### config.mk
export PLATFORM = sky130hd
export DESIGN_NAME = adaptive_gate_drive_sequencer
export DESIGN_NICKNAME = d
export VERILOG_FILES = /design/src/rtl/gate_seq_pkg.sv /design/src/rtl/adapt_if.sv /design/src/rtl/adaptive_gate_drive_sequencer.sv /design/src/rtl/gate_current_adapter.sv
export SDC_FILE = /design/constraint.sdc
export NUM_CORES = 1
export LEC_CHECK = 0
export BUFFER_PORTS_ARGS = -buffer_cell sky130_fd_sc_hd__clkbuf_2
export CAP_MARGIN = 20
export CORE_UTILIZATION = 45
export DETAILED_ROUTE_END_ITERATION = 10
export GPL_TIMING_DRIVEN = 0
export PLACE_DENSITY = 0.66
export SLEW_MARGIN = 20
export SYNTH_ARGS = -nofsm -noshare
export SYNTH_HDL_FRONTEND = slang
export SYNTH_SLANG_ARGS = --single-unit
export TNS_END_PERCENT = 1
### constraint.sdc
create_clock -name ref_clk -period 5.2 [get_ports ref_clk]
set_clock_uncertainty 0.2 [all_clocks]
set_input_delay 0.78 -clock ref_clk [delete_from_list [all_inputs] [get_ports ref_clk]]
set_output_delay 0.78 -clock ref_clk [all_outputs]
set_load 0.02 [all_outputs]
### src/rtl/gate_seq_pkg.sv
// Shared constants, state encodings and register layouts of the gate drive sequencer
package gate_seq_pkg;

	localparam int CODE_W = 5;
	localparam int TIME_W = 8;

	localparam logic [CODE_W-1:0] CURRENT_MIN_CODE = 5'h00;

	// Postcharge stepping rate; a tick shorter than the clock becomes one cycle
	localparam int CLK_PERIOD_PS       = 100000;
	localparam int POSTCHARGE_TICK_PS  = 62500;
	localparam int TICK_CYCLES_RAW     = POSTCHARGE_TICK_PS / CLK_PERIOD_PS;
	localparam int TICK_CYCLES         = (TICK_CYCLES_RAW < 1) ? 1 : TICK_CYCLES_RAW;
	localparam logic [3:0] TICK_LAST   = 4'(TICK_CYCLES - 1);

	// Cycles per step of the two-bit precharge and predischarge duration fields
	localparam logic [TIME_W-1:0] PHASE_UNIT_CYCLES = 8'h02;

	// Synchroniser lanes
	localparam int SYNC_PWM = 0;
	localparam int SYNC_HI  = 1;
	localparam int SYNC_LO  = 2;

	typedef enum logic [9:0] {
		ST_OFF     = 10'h001,
		ST_FW_CCP  = 10'h002,
		ST_PRECHG  = 10'h004,
		ST_CHG     = 10'h008,
		ST_POSTCHG = 10'h010,
		ST_ON      = 10'h020,
		ST_SYMM    = 10'h040,
		ST_PREDIS  = 10'h080,
		ST_DIS     = 10'h100,
		ST_LS_FW   = 10'h200
	} seq_state_t;

	typedef struct packed {
		seq_state_t        state;
		logic [2:0]        sync1;
		logic [2:0]        sync2;
		logic              en_prev;
		logic [TIME_W-1:0] phase_cnt;
		logic [TIME_W-1:0] act_cnt;
		logic              act_run;
		logic [TIME_W-1:0] meas_cnt;
		logic              on_meas;
		logic              off_meas;
		logic [TIME_W-1:0] ton;
		logic [TIME_W-1:0] toff;
		logic              on_pend;
		logic              on_long;
		logic              on_short;
		logic              off_pend;
		logic              off_long;
		logic              off_short;
		logic [CODE_W-1:0] post_code;
		logic [3:0]        tick_cnt;
		logic [CODE_W-1:0] hs_code;
		logic              hs_src;
		logic              hs_snk;
		logic [CODE_W-1:0] ls_code;
		logic              ls_src;
		logic              ls_snk;
	} seq_regs_t;

	localparam seq_regs_t SEQ_RESET = '{state: ST_OFF, hs_snk: 1'h1, ls_snk: 1'h1, default: '0};

	typedef struct packed {
		logic [CODE_W-1:0] code;
		logic              prev_long;
		logic              prev_short;
	} adapt_regs_t;

	localparam adapt_regs_t ADAPT_RESET = '{code: CURRENT_MIN_CODE, default: '0};

	function automatic logic [TIME_W-1:0] duration_cycles(input logic [1:0] field);
		return 8'(({6'h00, field} + 8'h01) * PHASE_UNIT_CYCLES);
	endfunction : duration_cycles

	// Down-counter preload so a phase of v cycles lasts v cycles, never less than one
	function automatic logic [TIME_W-1:0] count_load(input logic [TIME_W-1:0] v);
		return (v == 8'h00) ? 8'h00 : 8'(v - 8'h01);
	endfunction : count_load

endpackage : gate_seq_pkg

### src/rtl/adapt_if.sv
// Link between the sequencer and one adaptive current regulator
`timescale 1ns/100ps
`default_nettype none
interface adapt_if;
	import gate_seq_pkg::*;
	logic              valid;
	logic              too_long;
	logic              too_short;
	logic              load;
	logic              step_two;
	logic              filter_on;
	logic              adapt_on;
	logic [CODE_W-1:0] init_code;
	logic [CODE_W-1:0] max_code;
	logic [CODE_W-1:0] code;

	modport sequencer (
		output valid, too_long, too_short, load, step_two, filter_on, adapt_on,
		output init_code, max_code,
		input  code
	);
	modport adapter (
		input  valid, too_long, too_short, load, step_two, filter_on, adapt_on,
		input  init_code, max_code,
		output code
	);
endinterface : adapt_if
`default_nettype wire

### src/rtl/adaptive_gate_drive_sequencer.sv
// Turn-on and turn-off phase sequencer for one high-side or low-side PWM half-bridge channel
`timescale 1ns/100ps
`default_nettype none
module adaptive_gate_drive_sequencer
	import gate_seq_pkg::*;
(
	input  wire logic              ref_clk,
	input  wire logic              rst,
	input  wire logic              pwm_channel_input,
	input  wire logic              pwm_channel_enable,
	input  wire logic [1:0]        adaptive_gate_mode,
	input  wire logic              adaptation_filter_enable,
	input  wire logic              adaptation_step_size,
	input  wire logic              postcharge_disable,
	input  wire logic              low_side_pwm,
	input  wire logic [CODE_W-1:0] precharge_initial_current,
	input  wire logic [CODE_W-1:0] predischarge_initial_current,
	input  wire logic [CODE_W-1:0] charge_current,
	input  wire logic [CODE_W-1:0] discharge_current,
	input  wire logic [CODE_W-1:0] maximum_drive_current,
	input  wire logic [CODE_W-1:0] freewheel_drive_current,
	input  wire logic [1:0]        precharge_duration_field,
	input  wire logic [1:0]        predischarge_duration_field,
	input  wire logic [TIME_W-1:0] freewheel_protection_interval,
	input  wire logic [TIME_W-1:0] active_protection_interval,
	input  wire logic [TIME_W-1:0] overvoltage_filter_time,
	input  wire logic [TIME_W-1:0] turn_on_delay,
	input  wire logic [TIME_W-1:0] turn_off_delay,
	input  wire logic              switch_node_high_threshold,
	input  wire logic              switch_node_low_threshold,
	output logic [CODE_W-1:0]      upper_switch_code,
	output logic                   upper_switch_source,
	output logic                   upper_switch_sink,
	output logic [CODE_W-1:0]      lower_switch_code,
	output logic                   lower_switch_source,
	output logic                   lower_switch_sink,
	output logic [TIME_W-1:0]      measured_turn_on_delay,
	output logic [TIME_W-1:0]      measured_turn_off_delay,
	output logic [CODE_W-1:0]      precharge_current,
	output logic [CODE_W-1:0]      predischarge_current,
	output logic [9:0]             sequence_phase
);

	seq_regs_t         r;
	seq_regs_t         n;
	logic              pwm;
	logic              node_hi;
	logic              node_lo;
	logic              on_event;
	logic              off_event;
	logic              act_done;
	logic              phase_done;
	logic              tick;
	logic              enable_load;
	logic              on_issue;
	logic              off_issue;

	adapt_if pre_link ();
	adapt_if pdis_link ();

	gate_current_adapter u_precharge_adapter (
		.ref_clk (ref_clk),
		.rst     (rst),
		.link    (pre_link)
	);

	gate_current_adapter u_predischarge_adapter (
		.ref_clk (ref_clk),
		.rst     (rst),
		.link    (pdis_link)
	);

	// Only the second stage is read by the logic
	assign pwm = r.sync2[SYNC_PWM];
	assign node_hi = r.sync2[SYNC_HI];
	assign node_lo = r.sync2[SYNC_LO];

	// Thresholds swap roles when the channel drives the lower switch
	assign on_event = low_side_pwm ? ~node_hi : node_lo;
	assign off_event = low_side_pwm ? node_lo : ~node_hi;

	assign act_done = r.act_run && (r.act_cnt == 8'h00);
	assign phase_done = (r.phase_cnt == 8'h00);
	assign tick = (r.tick_cnt >= TICK_LAST);
	assign enable_load = pwm_channel_enable & ~r.en_prev;

	// Verdicts wait until the phase using that current is not running
	assign on_issue = r.on_pend && (r.state != ST_PRECHG);
	assign off_issue = r.off_pend && (r.state != ST_PREDIS);

	assign pre_link.valid = on_issue;
	assign pre_link.too_long = r.on_long;
	assign pre_link.too_short = r.on_short;
	assign pre_link.load = enable_load;
	assign pre_link.step_two = adaptation_step_size;
	assign pre_link.filter_on = adaptation_filter_enable;
	assign pre_link.adapt_on = adaptive_gate_mode[1];
	assign pre_link.init_code = precharge_initial_current;
	assign pre_link.max_code = maximum_drive_current;

	assign pdis_link.valid = off_issue;
	assign pdis_link.too_long = r.off_long;
	assign pdis_link.too_short = r.off_short;
	assign pdis_link.load = enable_load;
	assign pdis_link.step_two = adaptation_step_size;
	assign pdis_link.filter_on = adaptation_filter_enable;
	assign pdis_link.adapt_on = adaptive_gate_mode[1];
	assign pdis_link.init_code = predischarge_initial_current;
	assign pdis_link.max_code = maximum_drive_current;

	always_comb begin
		n = r;
		n.sync1 = {switch_node_low_threshold, switch_node_high_threshold, pwm_channel_input};
		n.sync2 = r.sync1;
		n.en_prev = pwm_channel_enable;
		n.tick_cnt = tick ? 4'h0 : 4'(r.tick_cnt + 4'h1);
		if (on_issue) begin
			n.on_pend = 1'b0;
		end
		if (off_issue) begin
			n.off_pend = 1'b0;
		end
		if (r.phase_cnt != 8'h00) begin
			n.phase_cnt = 8'(r.phase_cnt - 8'h01);
		end

		// Active protection runs beside predischarge and discharge
		if (r.act_run) begin
			if (r.act_cnt == 8'h00) begin
				n.act_run = 1'b0;
			end else begin
				n.act_cnt = 8'(r.act_cnt - 8'h01);
			end
		end

		// One shared delay counter; both measurements never overlap
		if (r.on_meas || r.off_meas) begin
			if (r.meas_cnt != 8'hff) begin
				n.meas_cnt = 8'(r.meas_cnt + 8'h01);
			end
		end
		if (r.on_meas && on_event) begin
			n.on_meas = 1'b0;
			n.ton = r.meas_cnt;
			n.on_pend = 1'b1;
			n.on_long = (r.meas_cnt > turn_on_delay);
			n.on_short = (r.meas_cnt < turn_on_delay);
		end
		if (r.off_meas && off_event) begin
			n.off_meas = 1'b0;
			n.toff = r.meas_cnt;
			n.off_pend = 1'b1;
			n.off_long = (r.meas_cnt > turn_off_delay);
			n.off_short = (r.meas_cnt < turn_off_delay);
		end

		unique case (r.state)
			ST_OFF: begin
				if (pwm && pwm_channel_enable) begin
					n.state = ST_FW_CCP;
					n.phase_cnt = count_load(freewheel_protection_interval);
					n.off_meas = 1'b0;
				end
			end
			ST_FW_CCP: begin
				if (!pwm) begin
					n.state = ST_OFF;
				end else if (phase_done) begin
					n.state = ST_PRECHG;
					n.phase_cnt = count_load(duration_cycles(precharge_duration_field));
					n.on_meas = 1'b1;
					n.meas_cnt = 8'h00;
				end
			end
			ST_PRECHG: begin
				if (phase_done) begin
					n.state = ST_CHG;
				end
			end
			ST_CHG: begin
				if (node_hi) begin
					if (postcharge_disable) begin
						n.state = ST_ON;
					end else begin
						n.state = ST_POSTCHG;
						n.post_code = charge_current;
					end
				end
			end
			ST_POSTCHG: begin
				if (r.post_code >= maximum_drive_current) begin
					n.state = ST_ON;
				end else if (tick) begin
					n.post_code = 5'(r.post_code + 5'h01);
				end
			end
			ST_ON: begin
			end
			ST_SYMM: begin
				if (pwm) begin
					n.state = ST_ON;
				end else if (phase_done) begin
					n.state = ST_PREDIS;
					n.phase_cnt = count_load(duration_cycles(predischarge_duration_field));
					n.act_run = 1'b1;
					n.act_cnt = count_load(active_protection_interval);
					n.off_meas = 1'b1;
					n.meas_cnt = 8'h00;
				end
			end
			ST_PREDIS: begin
				if (act_done) begin
					n.state = ST_LS_FW;
					n.phase_cnt = count_load(overvoltage_filter_time);
				end else if (phase_done) begin
					n.state = ST_DIS;
				end
			end
			ST_DIS: begin
				if (act_done) begin
					n.state = ST_LS_FW;
					n.phase_cnt = count_load(overvoltage_filter_time);
				end
			end
			ST_LS_FW: begin
				if (pwm && pwm_channel_enable) begin
					n.state = ST_FW_CCP;
					n.phase_cnt = count_load(freewheel_protection_interval);
					n.off_meas = 1'b0;
				end else if (phase_done) begin
					n.state = ST_OFF;
				end
			end
			default: begin
				n.state = ST_OFF;
			end
		endcase

		// Falling PWM in precharge, charge, postcharge or on starts symmetrization
		if (!pwm && (r.state inside {ST_PRECHG, ST_CHG, ST_POSTCHG, ST_ON})) begin
			n.state = ST_SYMM;
			n.phase_cnt = count_load(freewheel_protection_interval);
			n.on_meas = 1'b0;
		end
		if (!pwm_channel_enable && !(r.state inside {ST_PREDIS, ST_DIS})) begin
			n.state = ST_OFF;
			n.on_meas = 1'b0;
			n.off_meas = 1'b0;
		end

		// Gate drive follows the state being entered
		n.hs_src = 1'b0;
		n.hs_snk = 1'b1;
		n.hs_code = CURRENT_MIN_CODE;
		n.ls_src = 1'b0;
		n.ls_snk = 1'b1;
		n.ls_code = CURRENT_MIN_CODE;
		unique case (n.state)
			ST_OFF: begin
				n.ls_src = 1'b1;
				n.ls_snk = 1'b0;
			end
			ST_FW_CCP: begin
				n.ls_code = freewheel_drive_current;
			end
			ST_PRECHG: begin
				n.hs_src = 1'b1;
				n.hs_snk = 1'b0;
				n.hs_code = pre_link.code;
			end
			ST_CHG: begin
				n.hs_src = 1'b1;
				n.hs_snk = 1'b0;
				n.hs_code = charge_current;
			end
			ST_POSTCHG: begin
				n.hs_src = 1'b1;
				n.hs_snk = 1'b0;
				n.hs_code = n.post_code;
			end
			ST_ON, ST_SYMM: begin
				n.hs_src = 1'b1;
				n.hs_snk = 1'b0;
				n.hs_code = maximum_drive_current;
			end
			ST_PREDIS: begin
				n.hs_code = pdis_link.code;
			end
			ST_DIS: begin
				n.hs_code = discharge_current;
			end
			ST_LS_FW: begin
				n.hs_code = discharge_current;
				// Freewheel charge only while the node sits below the low threshold
				if (!node_lo) begin
					n.ls_src = 1'b1;
					n.ls_snk = 1'b0;
					n.ls_code = freewheel_drive_current;
				end
			end
			default: begin
			end
		endcase
	end

	always_ff @(posedge ref_clk) begin
		if (rst) begin
			r <= SEQ_RESET;
		end else begin
			r <= n;
		end
	end

	assign upper_switch_code = r.hs_code;
	assign upper_switch_source = r.hs_src;
	assign upper_switch_sink = r.hs_snk;
	assign lower_switch_code = r.ls_code;
	assign lower_switch_source = r.ls_src;
	assign lower_switch_sink = r.ls_snk;
	assign measured_turn_on_delay = r.ton;
	assign measured_turn_off_delay = r.toff;
	assign precharge_current = pre_link.code;
	assign predischarge_current = pdis_link.code;
	assign sequence_phase = r.state;

endmodule : adaptive_gate_drive_sequencer
`default_nettype wire

### src/rtl/gate_current_adapter.sv
// Adaptive current regulator for one precharge or predischarge current code
`timescale 1ns/100ps
`default_nettype none
module gate_current_adapter
	import gate_seq_pkg::*;
(
	input wire logic   ref_clk,
	input wire logic   rst,
	adapt_if.adapter   link
);

	adapt_regs_t       r;
	adapt_regs_t       n;
	logic [CODE_W:0]   step;
	logic [CODE_W:0]   sum;
	logic [CODE_W-1:0] init_lim;
	logic              up;
	logic              down;

	always_comb begin
		n = r;
		step = link.step_two ? 6'h02 : 6'h01;
		sum = {1'b0, r.code} + step;
		init_lim = (link.init_code < link.max_code) ? link.init_code : link.max_code;
		// Filter demands two agreeing verdicts in a row
		up = link.filter_on ? (link.too_long & r.prev_long) : link.too_long;
		down = link.filter_on ? (link.too_short & r.prev_short) : link.too_short;
		if (link.load) begin
			n.code = init_lim;
			n.prev_long = 1'b0;
			n.prev_short = 1'b0;
		end else if (link.valid) begin
			n.prev_long = link.too_long;
			n.prev_short = link.too_short;
			if (link.adapt_on) begin
				if (up) begin
					n.code = (sum > {1'b0, link.max_code}) ? link.max_code : sum[CODE_W-1:0];
				end else if (down) begin
					n.code = ({1'b0, r.code} < ({1'b0, CURRENT_MIN_CODE} + step)) ?
						CURRENT_MIN_CODE : 5'(r.code - step[CODE_W-1:0]);
				end
			end
		end
		// A lowered maximum takes effect at once
		if (n.code > link.max_code) begin
			n.code = link.max_code;
		end
	end

	always_ff @(posedge ref_clk) begin
		if (rst) begin
			r <= ADAPT_RESET;
		end else begin
			r <= n;
		end
	end

	assign link.code = r.code;

endmodule : gate_current_adapter
`default_nettype wire

==> results of run 1 <==
[state kept, by name, indices dropped and copies added, names as in the netlist, 3 cells and up]
name and flops:
measured_turn_off_delay 8, u_precharge_adapter.link.code 5, measured_turn_on_delay 8, u_predischarge_adapter.link.code 5, sequence_phase 10, n 3
lower_switch_code 5, r 35, upper_switch_code 5
[layout by cell type, fill, tap and decap left out, types with 17 or more instances in the layout]
| cell | count |
|---|---|
| sky130_fd_sc_hd__clkbuf_2 | 133 |
| sky130_fd_sc_hd__dfxtp_1 | 99 |
| sky130_fd_sc_hd__nor2_1 | 92 |
| sky130_fd_sc_hd__nand2_1 | 73 |
| sky130_fd_sc_hd__ha_1 | 71 |
| sky130_fd_sc_hd__a21oi_1 | 59 |
| sky130_fd_sc_hd__inv_1 | 53 |
| sky130_fd_sc_hd__buf_4 | 51 |
| sky130_fd_sc_hd__o21ai_0 | 40 |
| sky130_fd_sc_hd__nand3_1 | 34 |
| sky130_fd_sc_hd__mux2i_1 | 34 |
| sky130_fd_sc_hd__nor3_1 | 25 |
| sky130_fd_sc_hd__nor2b_1 | 24 |
| sky130_fd_sc_hd__xnor2_1 | 22 |
| sky130_fd_sc_hd__clkbuf_1 | 21 |
| sky130_fd_sc_hd__nand2b_1 | 20 |
| sky130_fd_sc_hd__xor2_1 | 19 |
| sky130_fd_sc_hd__o21a_1 | 17 |
[worst max-delay path by stage]
stage / startpoint / end / depth (start not counted)
3_5_place_dp: adaptation_step_size / u_precharge_adapter.link.code[4] / 21
6_report: adaptation_step_size / u_precharge_adapter.link.code[2] / 21
2_1_floorplan: adaptation_step_size / u_precharge_adapter.link.code[2] / 20
4_1_cts: adaptation_step_size / u_precharge_adapter.link.code[2] / 22
5_1_grt: adaptation_step_size / u_precharge_adapter.link.code[2] / 21
3_3_place_gp: adaptation_step_size / u_precharge_adapter.link.code[2] / 22
[power groups by stage]
stage / sequential (mW) / clock, mW / combinational (mW)
after floorplan: 0.854 / 0 / 0.603
after global placement: 0.867 / 0 / 0.807
after detailed placement: 0.868 / 0 / 0.815
after CTS: 0.850 / 0.794 / 0.821
after global routing: 0.858 / 0.823 / 0.943
final: 0.851 / 0.780 / 0.843
[per-layer routing]
metal	track usage	up-vias
met5	0	-
met2	0.395	327
met1	0.365	3618
met3	0.0496	41
li1	-	3933
met4	0.0718	0
[logic make-up (layout without fill, tap and decap cells)]
logic type,after synthesis,in the layout,synth area share
compound gates,252,252,0.209
buf+inv,136,289,0.0880
fa+ha+maj,75,75,0.120
mux,35,35,0.0436
xor+xnor,41,41,0.0446
flops,99,99,0.246
simple gates,376,376,0.248
[worst register-to-register path, stage by stage, from the launching register on]
cell and delay (ns):
sky130_fd_sc_hd__dfxtp_1 0.49, sky130_fd_sc_hd__ha_1 0.25, sky130_fd_sc_hd__fa_1 0.47, sky130_fd_sc_hd__ha_1 0.32, sky130_fd_sc_hd__nor2b_1 0.14, sky130_fd_sc_hd__o21a_1 0.16, sky130_fd_sc_hd__o21ai_1 0.23, sky130_fd_sc_hd__a21oi_2 0.12
sky130_fd_sc_hd__nor2_1 0.14, sky130_fd_sc_hd__o211ai_1 0.12, sky130_fd_sc_hd__a221oi_2 0.29, sky130_fd_sc_hd__a21oi_1 0.08, sky130_fd_sc_hd__ha_1 0.31, sky130_fd_sc_hd__nor2b_1 0.13, sky130_fd_sc_hd__o21a_1 0.16, sky130_fd_sc_hd__o21a_1 0.16
sky130_fd_sc_hd__o21a_1 0.19, sky130_fd_sc_hd__o21a_1 0.19, sky130_fd_sc_hd__or4_1 0.40, sky130_fd_sc_hd__o221ai_1 0.11
[timing repair]
action / 4_1_cts / 5_1_grt
hold buffers: 0 / 0
pin swaps: 0 / 3
gates cloned: 0 / 0
endpoints found under the setup margin: 3 / 10
resized for setup: 1 / 13
setup buffers: 3 / 0
[layout make-up]
class	count	area [um^2]
inverters	54	206
flip-flops and latches	99	1980
fillers	1736	8000
plain buffers	82	507
well taps	225	282
multi-input cells	779	5400
clock buffers	11	253
repair buffers	137	696
clock inverters	5	91.3
==> results list, run 1 <==
- Maximum level of the CTS H-tree: 3
- Pin count of the biggest net entering global routing: 18
- R2R Setup Slk: between 0.4 and 0.5 ns
- The commonest cells after synthesis are sky130_fd_sc_hd__dfxtp_1 (99), sky130_fd_sc_hd__nor2_1 (93), sky130_fd_sc_hd__nand2_1 (73).
- The final layout contains 1323 nets.
- Worst path cell trace: clkbuf_4 > clkinvlp_4 > ha_1 > fa_1 > ha_1 > nor2b_1 > o21a_1 > o21ai_1 > a21oi_2 > nor2_1 > o211ai_1 > a221oi_2 > a21oi_1 > ha_1 > nor2b_1 > o21a_1 > o21a_1 > o21a_1 > o21a_1 > or4_1 > o221ai_1
- In this run the worst hold path is classified as flip-flop to flip-flop.
- Aggregate routed wire length: 23.0 mm
- Hold-critical path endpoint: pwm
- Syn_nets: approximately 1200
* Flip-flop cell with the highest count after synthesis: sky130_fd_sc_hd__dfxtp_1
- Sequential fraction of design power: 0.344
* Met2 layer wire length in the routed design: about 9.8 mm
* R2R cell count: 19
- Bufs and invs on worst path: 2
- For the pin with the worst max-slew slack, the measured transition is between 0.8 and 0.9 ns.
- The die is 136 um tall.
- Sum Neg Setup Slack: 0 ns
- Dividing the detail-routed wire length by the instance count gives 16.5 um.
* Number of pins with negative max-slew slack in the final report: 0
* Switching fraction of total power: 0.348
- At the end of routability-driven placement, the weighted congestion stood at 0.940.
* Cell depth of the worst hold path: 1
* Root buffer cell: sky130_fd_sc_hd__clkbuf_16
- Critical path class: input port to flip-flop
- Cells taking the most area after synthesis: sky130_fd_sc_hd__dfxtp_1 (25%), sky130_fd_sc_hd__ha_1 (11%), sky130_fd_sc_hd__buf_4 (4.5%), sky130_fd_sc_hd__nor2_1 (4.3%), sky130_fd_sc_hd__mux2i_1 (4.2%)
* Post-Synthesis Cell Area: between 8000 and 9000 um^2
- Critical R2R Capture: u_precharge_adapter.link.code[2]
* TritonCTS sink count: a little under 100
- Leaving out filler cells and counting taps, the final layout contains 1392.
- Clk pwr share: 0.315
* Register bit total from synthesis: ~100
- Initial DRC count: ~550
* Latest clock arrival within the worst-skew pair: 0.37 ns
* Hold WS: approximately 0.24 ns
- Buffers placed on the I/O ports in this run total 134.
- Power comes to 2.47 mW.
- N_diodes: 0
- Dividing total power by cell area gives a power density of about 260 nW/um^2.
* Clock tree from TritonCTS: built
- Across every metal layer, demand over resource in global routing totals 0.258.
* Core outline area: about 17000 um^2
* Data required, critical path: between 5 and 6 ns
- The die covers ~18000 um^2.
* Highest routed metal layer: met4
- Initial DRT Pass Iterations: 6
- The cell family contributing the most delay on the critical path is compound AO/OA/AOI/OAI gates.
* Number of enable-type register cells in the synthesized netlist: 0
- Count of unique library cells instantiated by Yosys: 79
- Peak clock frequency supported by timing: around 200 MHz
* Detail Placement HPWL: roughly 18 mm
* Number of CTS-inserted buffers: 9
- Cell seen most often among critical-path stages: sky130_fd_sc_hd__o21a_1
- The run finished with clean final reports.
* Critical Path Max Stage Delay: 0.49 ns
- Final Hold Viols: 0
- Met3 routed wirelength: ~1.8 mm
- The initial utilization of the core area, before any placement, comes to 0.463.
* Final design area excluding fillers: 9420 um^2
* Post-layout minimum cycle time: just under 5 ns
- The internal portion of the total power is about 1.6 mW.
- The worst path meets setup with between 0.2 and 0.25 ns of slack.
* Leakage: between 4 and 5 nW
- Measured on the finished design, the core utilization comes to 0.541.
* Endpoint class of the critical path: flip-flop
* Worst-case setup slack after placement: -0.464 ns
* Clock-pin slew on the worst setup and hold paths: around 0.07 ns
- The number of antenna violations at the first check in global routing is 0.
* Power share of the combinational group: 0.341
- Ports: approximately 140
- Reg-to-Reg Start: u_precharge_adapter.link.code[0]
- In the synthesized netlist the async set-or-reset flop fraction comes to 0.
- During synthesis, Yosys emitted a total of 0 warnings.
- For the worst setup path, the data arrival time is around 5.0 ns.
* Switching power of the nets: ~0.86 mW
- The count of nets left with antenna violations once routing finished came out at 0.
- The share of synthesized area in the top cell type comes to 0.246.
- Vias in the first global route: a little over 7000
- In the post-synthesis netlist, the cell with the most instances is sky130_fd_sc_hd__dfxtp_1.
* Maximum resistive drop on vdd: between 0.00015 and 0.0002 V
- Maximum capacitance violations: 0
* Mean Syn Cell Area: approximately 7.9 um^2
- After detailed placement, the design holds a cell count of approximately 1400.
- Global-route wire length before repair: 37.1 mm
- Along the worst path, the maximum fanout reaches 5.
- Final period utilization: 0.955
- Worst slew slack as a fraction of its limit: 0.399
- The slowest stage of the critical path belongs to the cell sky130_fd_sc_hd__fa_1.
* Area overhead of the layout relative to synthesis: 16.9%
- The clock passes through at most 2 buffers.
* Gate count of the mapped netlist: slightly above 1000
- Post-detailed-placement cell area: ~9000 um^2
- Detailed-routing wirelength on met1: about 11 mm
- Summed over all layers, the global routing overflow is 0.
- Remaining DRCs: 0
* Routed via count: around 7900
- The initialized floorplan defines between 40 and 50 standard-cell rows.
- Min-delay src: n[73]
- Area leader, netlist: sky130_fd_sc_hd__dfxtp_1
- Via density per instance: between 5 and 6
- Final setup violation count: 0
* Horizontal die dimension: between 100 and 150 um
- Sequential-to-total area share from yosys stat: 0.246
- Ratio of cells with drive above 1 in the final layout: 0.209
* Critical path startpoint category: input port
No activity file was read; power rests on OpenSTA's default activity.
==> inputs of run 2 (changes only) <==
--- a/config.mk
+++ b/config.mk
@@ -8,6 +8,7 @@
 export BUFFER_PORTS_ARGS = -buffer_cell sky130_fd_sc_hd__clkbuf_2
 export CAP_MARGIN = 20
 export CORE_UTILIZATION = 45
+export CTS_BUF_LIST = sky130_fd_sc_hd__clkbuf_8
 export DETAILED_ROUTE_END_ITERATION = 10
 export GPL_TIMING_DRIVEN = 0
 export PLACE_DENSITY = 0.66
==> run 2 against run 1 <==
  * Combinational power shrank 0.6%
  * Global-route usage shrank 0.080 points
  * Flip-flop and latch count is the same
  * Sequential share of layout area grew 0.24 points
  * Count of clock-buffer cells in the layout is the same
  * Sequential power is essentially flat
  * Register-to-register slack lost 0.02 ns
  * Critical path type unchanged
==> results list, run 2 (synthesis gave the netlist of run 1 again) <==
- Outcome: completed (unchanged).
* Via density per instance: 5.68 (was 5.69)
* Clock-pin slew on the worst setup and hold paths: 0.10 ns (was 0.07 ns)
- The initial cell density of the core is 0.463 (unchanged).
* Overall fraction of global-route tracks in use: 0.257 (was 0.258)
* R2R cell count: 19 (unchanged)
* Maximum fanout encountered on the critical timing path: 5 (unchanged)
- Initial DRC count: 601 (was 552)
- The leakage power was 4.25 nW (was 4.29 nW).
- Detail Route Antenna Nets: 0 (unchanged)
* Routed via count: 7912 (was 7919)
- Worst-case setup slack after placement: -0.464 ns (unchanged)
- Most frequent cells in the layout: sky130_fd_sc_hd__clkbuf_2 (133), sky130_fd_sc_hd__dfxtp_1 (99), sky130_fd_sc_hd__nor2_1 (92), sky130_fd_sc_hd__nand2_1 (73), sky130_fd_sc_hd__ha_1 (71) (unchanged)
* Clock tree from TritonCTS: built (unchanged)
- The final sum of negative setup slack came to 0 ns (unchanged).
- The peak ir drop on the vdd network came to 0.000153 V (was 0.000169 V).
* Placed insts: 1373 (unchanged)
- Worst slew slack as a fraction of its limit: 0.377 (was 0.399)
* Number of input and output port buffers inserted: 134 (unchanged)
- Bufs and invs on worst path: 2 (unchanged)
- Dominant delay contributor by cell family on the critical path: compound AO/OA/AOI/OAI gates (unchanged)
- N_diodes: 0 (unchanged)
- The utilization after layout came to 0.535 (was 0.541).
- The number of global-route vias before repair is 7237 (was 7224).
* PwrDens: 247 nW/um^2 (was 263 nW/um^2)
- Final Hold Viols: 0 (unchanged)
- Routability congestion estimate from global placement: 0.940 (unchanged)
- Pin count of the biggest net entering global routing: 18 (unchanged)
- Endpoint class of the critical path: flip-flop (unchanged)
- The share of final-layout standard cells stronger than drive strength 1 was 0.208 (was 0.209).
* Number of CTS-inserted buffers: 9 (unchanged)
- Combined area of the multi-input logic cells: 5400 um^2 (about the same)
* Total of fill cells in the finished design: 1752 (was 1736)
- The arrival time reported for the critical path endpoint came to 5.04 ns (was 5.03 ns).
* Critical path depth in cells: 21 (unchanged)
- The total congestion overflow is 0 (unchanged).
- Height of the die: 136 um (unchanged)
* Final setup violation count: 0 (unchanged)
- The maximum cell stage delay along the critical path was 0.49 ns (about the same).
- The final design area excluding fillers came to 9310 um^2 (was 9420 um^2).
- Flip-flop count of the largest register, all copies and words added: 35 (unchanged)
* Maximum level of the CTS H-tree: 3 (unchanged)
- Detail Placement HPWL: 17.8 mm (unchanged)
* Hold WS: 0.245 ns (was 0.241 ns)
- Initial DRT Pass Iterations: 6 (unchanged)
- Area overhead of the layout relative to synthesis: 15.6% (was 16.9%)
- Data required, critical path: 5.30 ns (was 5.26 ns)
- Post-detailed-placement cell area: 9010 um^2 (unchanged)
- The overall power consumption came to 2.30 mW (was 2.47 mW).
- The number of rows in the core area came to 48 (unchanged).
- The hold-critical path depth came to 1 (unchanged).
- Critical path startpoint category: input port (unchanged)
- Setup repair after global routing left no endpoint under its margin.
- Final worst setup slack: 0.263 ns (was 0.236 ns)
- Post-layout minimum cycle time: 4.94 ns (was 4.96 ns)
- The total routed wirelength was 22.9 mm (was 23.0 mm).
* Worst-Margin Slew: 0.921 ns (was 0.889 ns)
- The number of sinks on the clock net was 99 (unchanged).
* Antenna violations before repair: 0 (unchanged)
* Leading cell type in the layout, fill and taps excluded: sky130_fd_sc_hd__clkbuf_2 (unchanged)
- The total DRC errors in the routed layout is 0 (unchanged).
- Horizontal die dimension: 136 um (unchanged)
- Detailed-route wire length per cell: 16.4 um (was 16.5 um)
- Register containing the most flip-flops in the final layout: r (unchanged)
* Critical path class: input port to flip-flop (unchanged)
* Master of the slowest instance on the critical path: sky130_fd_sc_hd__fa_1 (unchanged)
* Global-route wire length before repair: 37.0 mm (was 37.1 mm)
- The number of nets in the finished design is 1323 (unchanged).
* Area taken by flip-flops and latches: 1980 um^2 (unchanged)
- The number of placed I/O pins came to 136 (unchanged).
* Path class of the lowest-slack min-delay path: flip-flop to flip-flop (unchanged)
* Clock Path Buffers: 2 (unchanged)
* Number of cells in the finished layout apart from fillers: 1392 (unchanged)
- Latest clock arrival within the worst-skew pair: 0.41 ns (was 0.37 ns)
- Final period utilization: 0.949 (was 0.955)
* Overall die area: 18400 um^2 (unchanged)
- Root buffer cell: sky130_fd_sc_hd__clkbuf_8 (was sky130_fd_sc_hd__clkbuf_16)
* Peak clock frequency supported by timing: 203 MHz (was 201 MHz)
- Cell seen most often among critical-path stages: sky130_fd_sc_hd__o21a_1 (unchanged)
- Number of pins with negative max-slew slack in the final report: 0 (unchanged)
* Core outline area: 17400 um^2 (unchanged)
- Worst path cell trace: clkbuf_4 > clkinvlp_4 > ha_1 > fa_1 > ha_1 > nor2b_1 > o21a_1 > o21ai_1 > a21oi_1 > nor2_1 > o211ai_1 > a221oi_2 > a21oi_1 > ha_1 > nor2b_1 > o21a_1 > o21a_1 > o21a_1 > o21a_1 > or4_1 > o221ai_1 (was clkbuf_4 > clkinvlp_4 > ha_1 > fa_1 > ha_1 > nor2b_1 > o21a_1 > o21ai_1 > a21oi_2 > nor2_1 > o211ai_1 > a221oi_2 > a21oi_1 > ha_1 > nor2b_1 > o21a_1 > o21a_1 > o21a_1 > o21a_1 > or4_1 > o221ai_1).
- The max-capacitance violation count is 0 (unchanged).
[run 2: area by class of cell]
type                            count  share of cell area
Clock buffer                       11              0.0163
Timing Repair Buffer              137              0.0747
Inverter                           54              0.0222
Clock inverter                      5             0.00981
Tap cell                          225              0.0302
Buffer                             82              0.0544
Sequential cell                    99               0.213
Multi-Input combinational cell    779               0.580
[run 2: timing repair]
action | in CTS | in global routing
setup buffers | 3 | 0
pin swaps | 0 | 1
gates cloned | 0 | 0
hold buffers | 0 | 0
endpoints found under the setup margin | 2 | 10
resized for setup | 1 | 11
[run 2: metal layers]
metal / vias up / global-route usage / part of all wire
met5: - / 0 / 0
li1: 3927 / - / -
met3: 50 / 0.0507 / 0.082
met1: 3594 / 0.363 / 0.47
met4: 0 / 0.0774 / 0.023
met2: 341 / 0.391 / 0.42
[run 2: final timing paths]
check / from / endpoint / slack [ns]
setup / recovery: adaptation_step_size / u_precharge_adapter.link.code[2] / 0.26
hold / removal: n[73] / pwm / 0.25
setup reg to reg: u_precharge_adapter.link.code[0] / u_precharge_adapter.link.code[2] / 0.44
hold reg to reg: n[73] / pwm / 0.25
[run 2: report_power, final]
part	leakage (nW)	internal (mW)	switching, mW
sequential	0.804	0.802	0.0495
combinational	3.32	0.353	0.484
clock	0.124	0.306	0.305
total	4.25	1.46	0.838
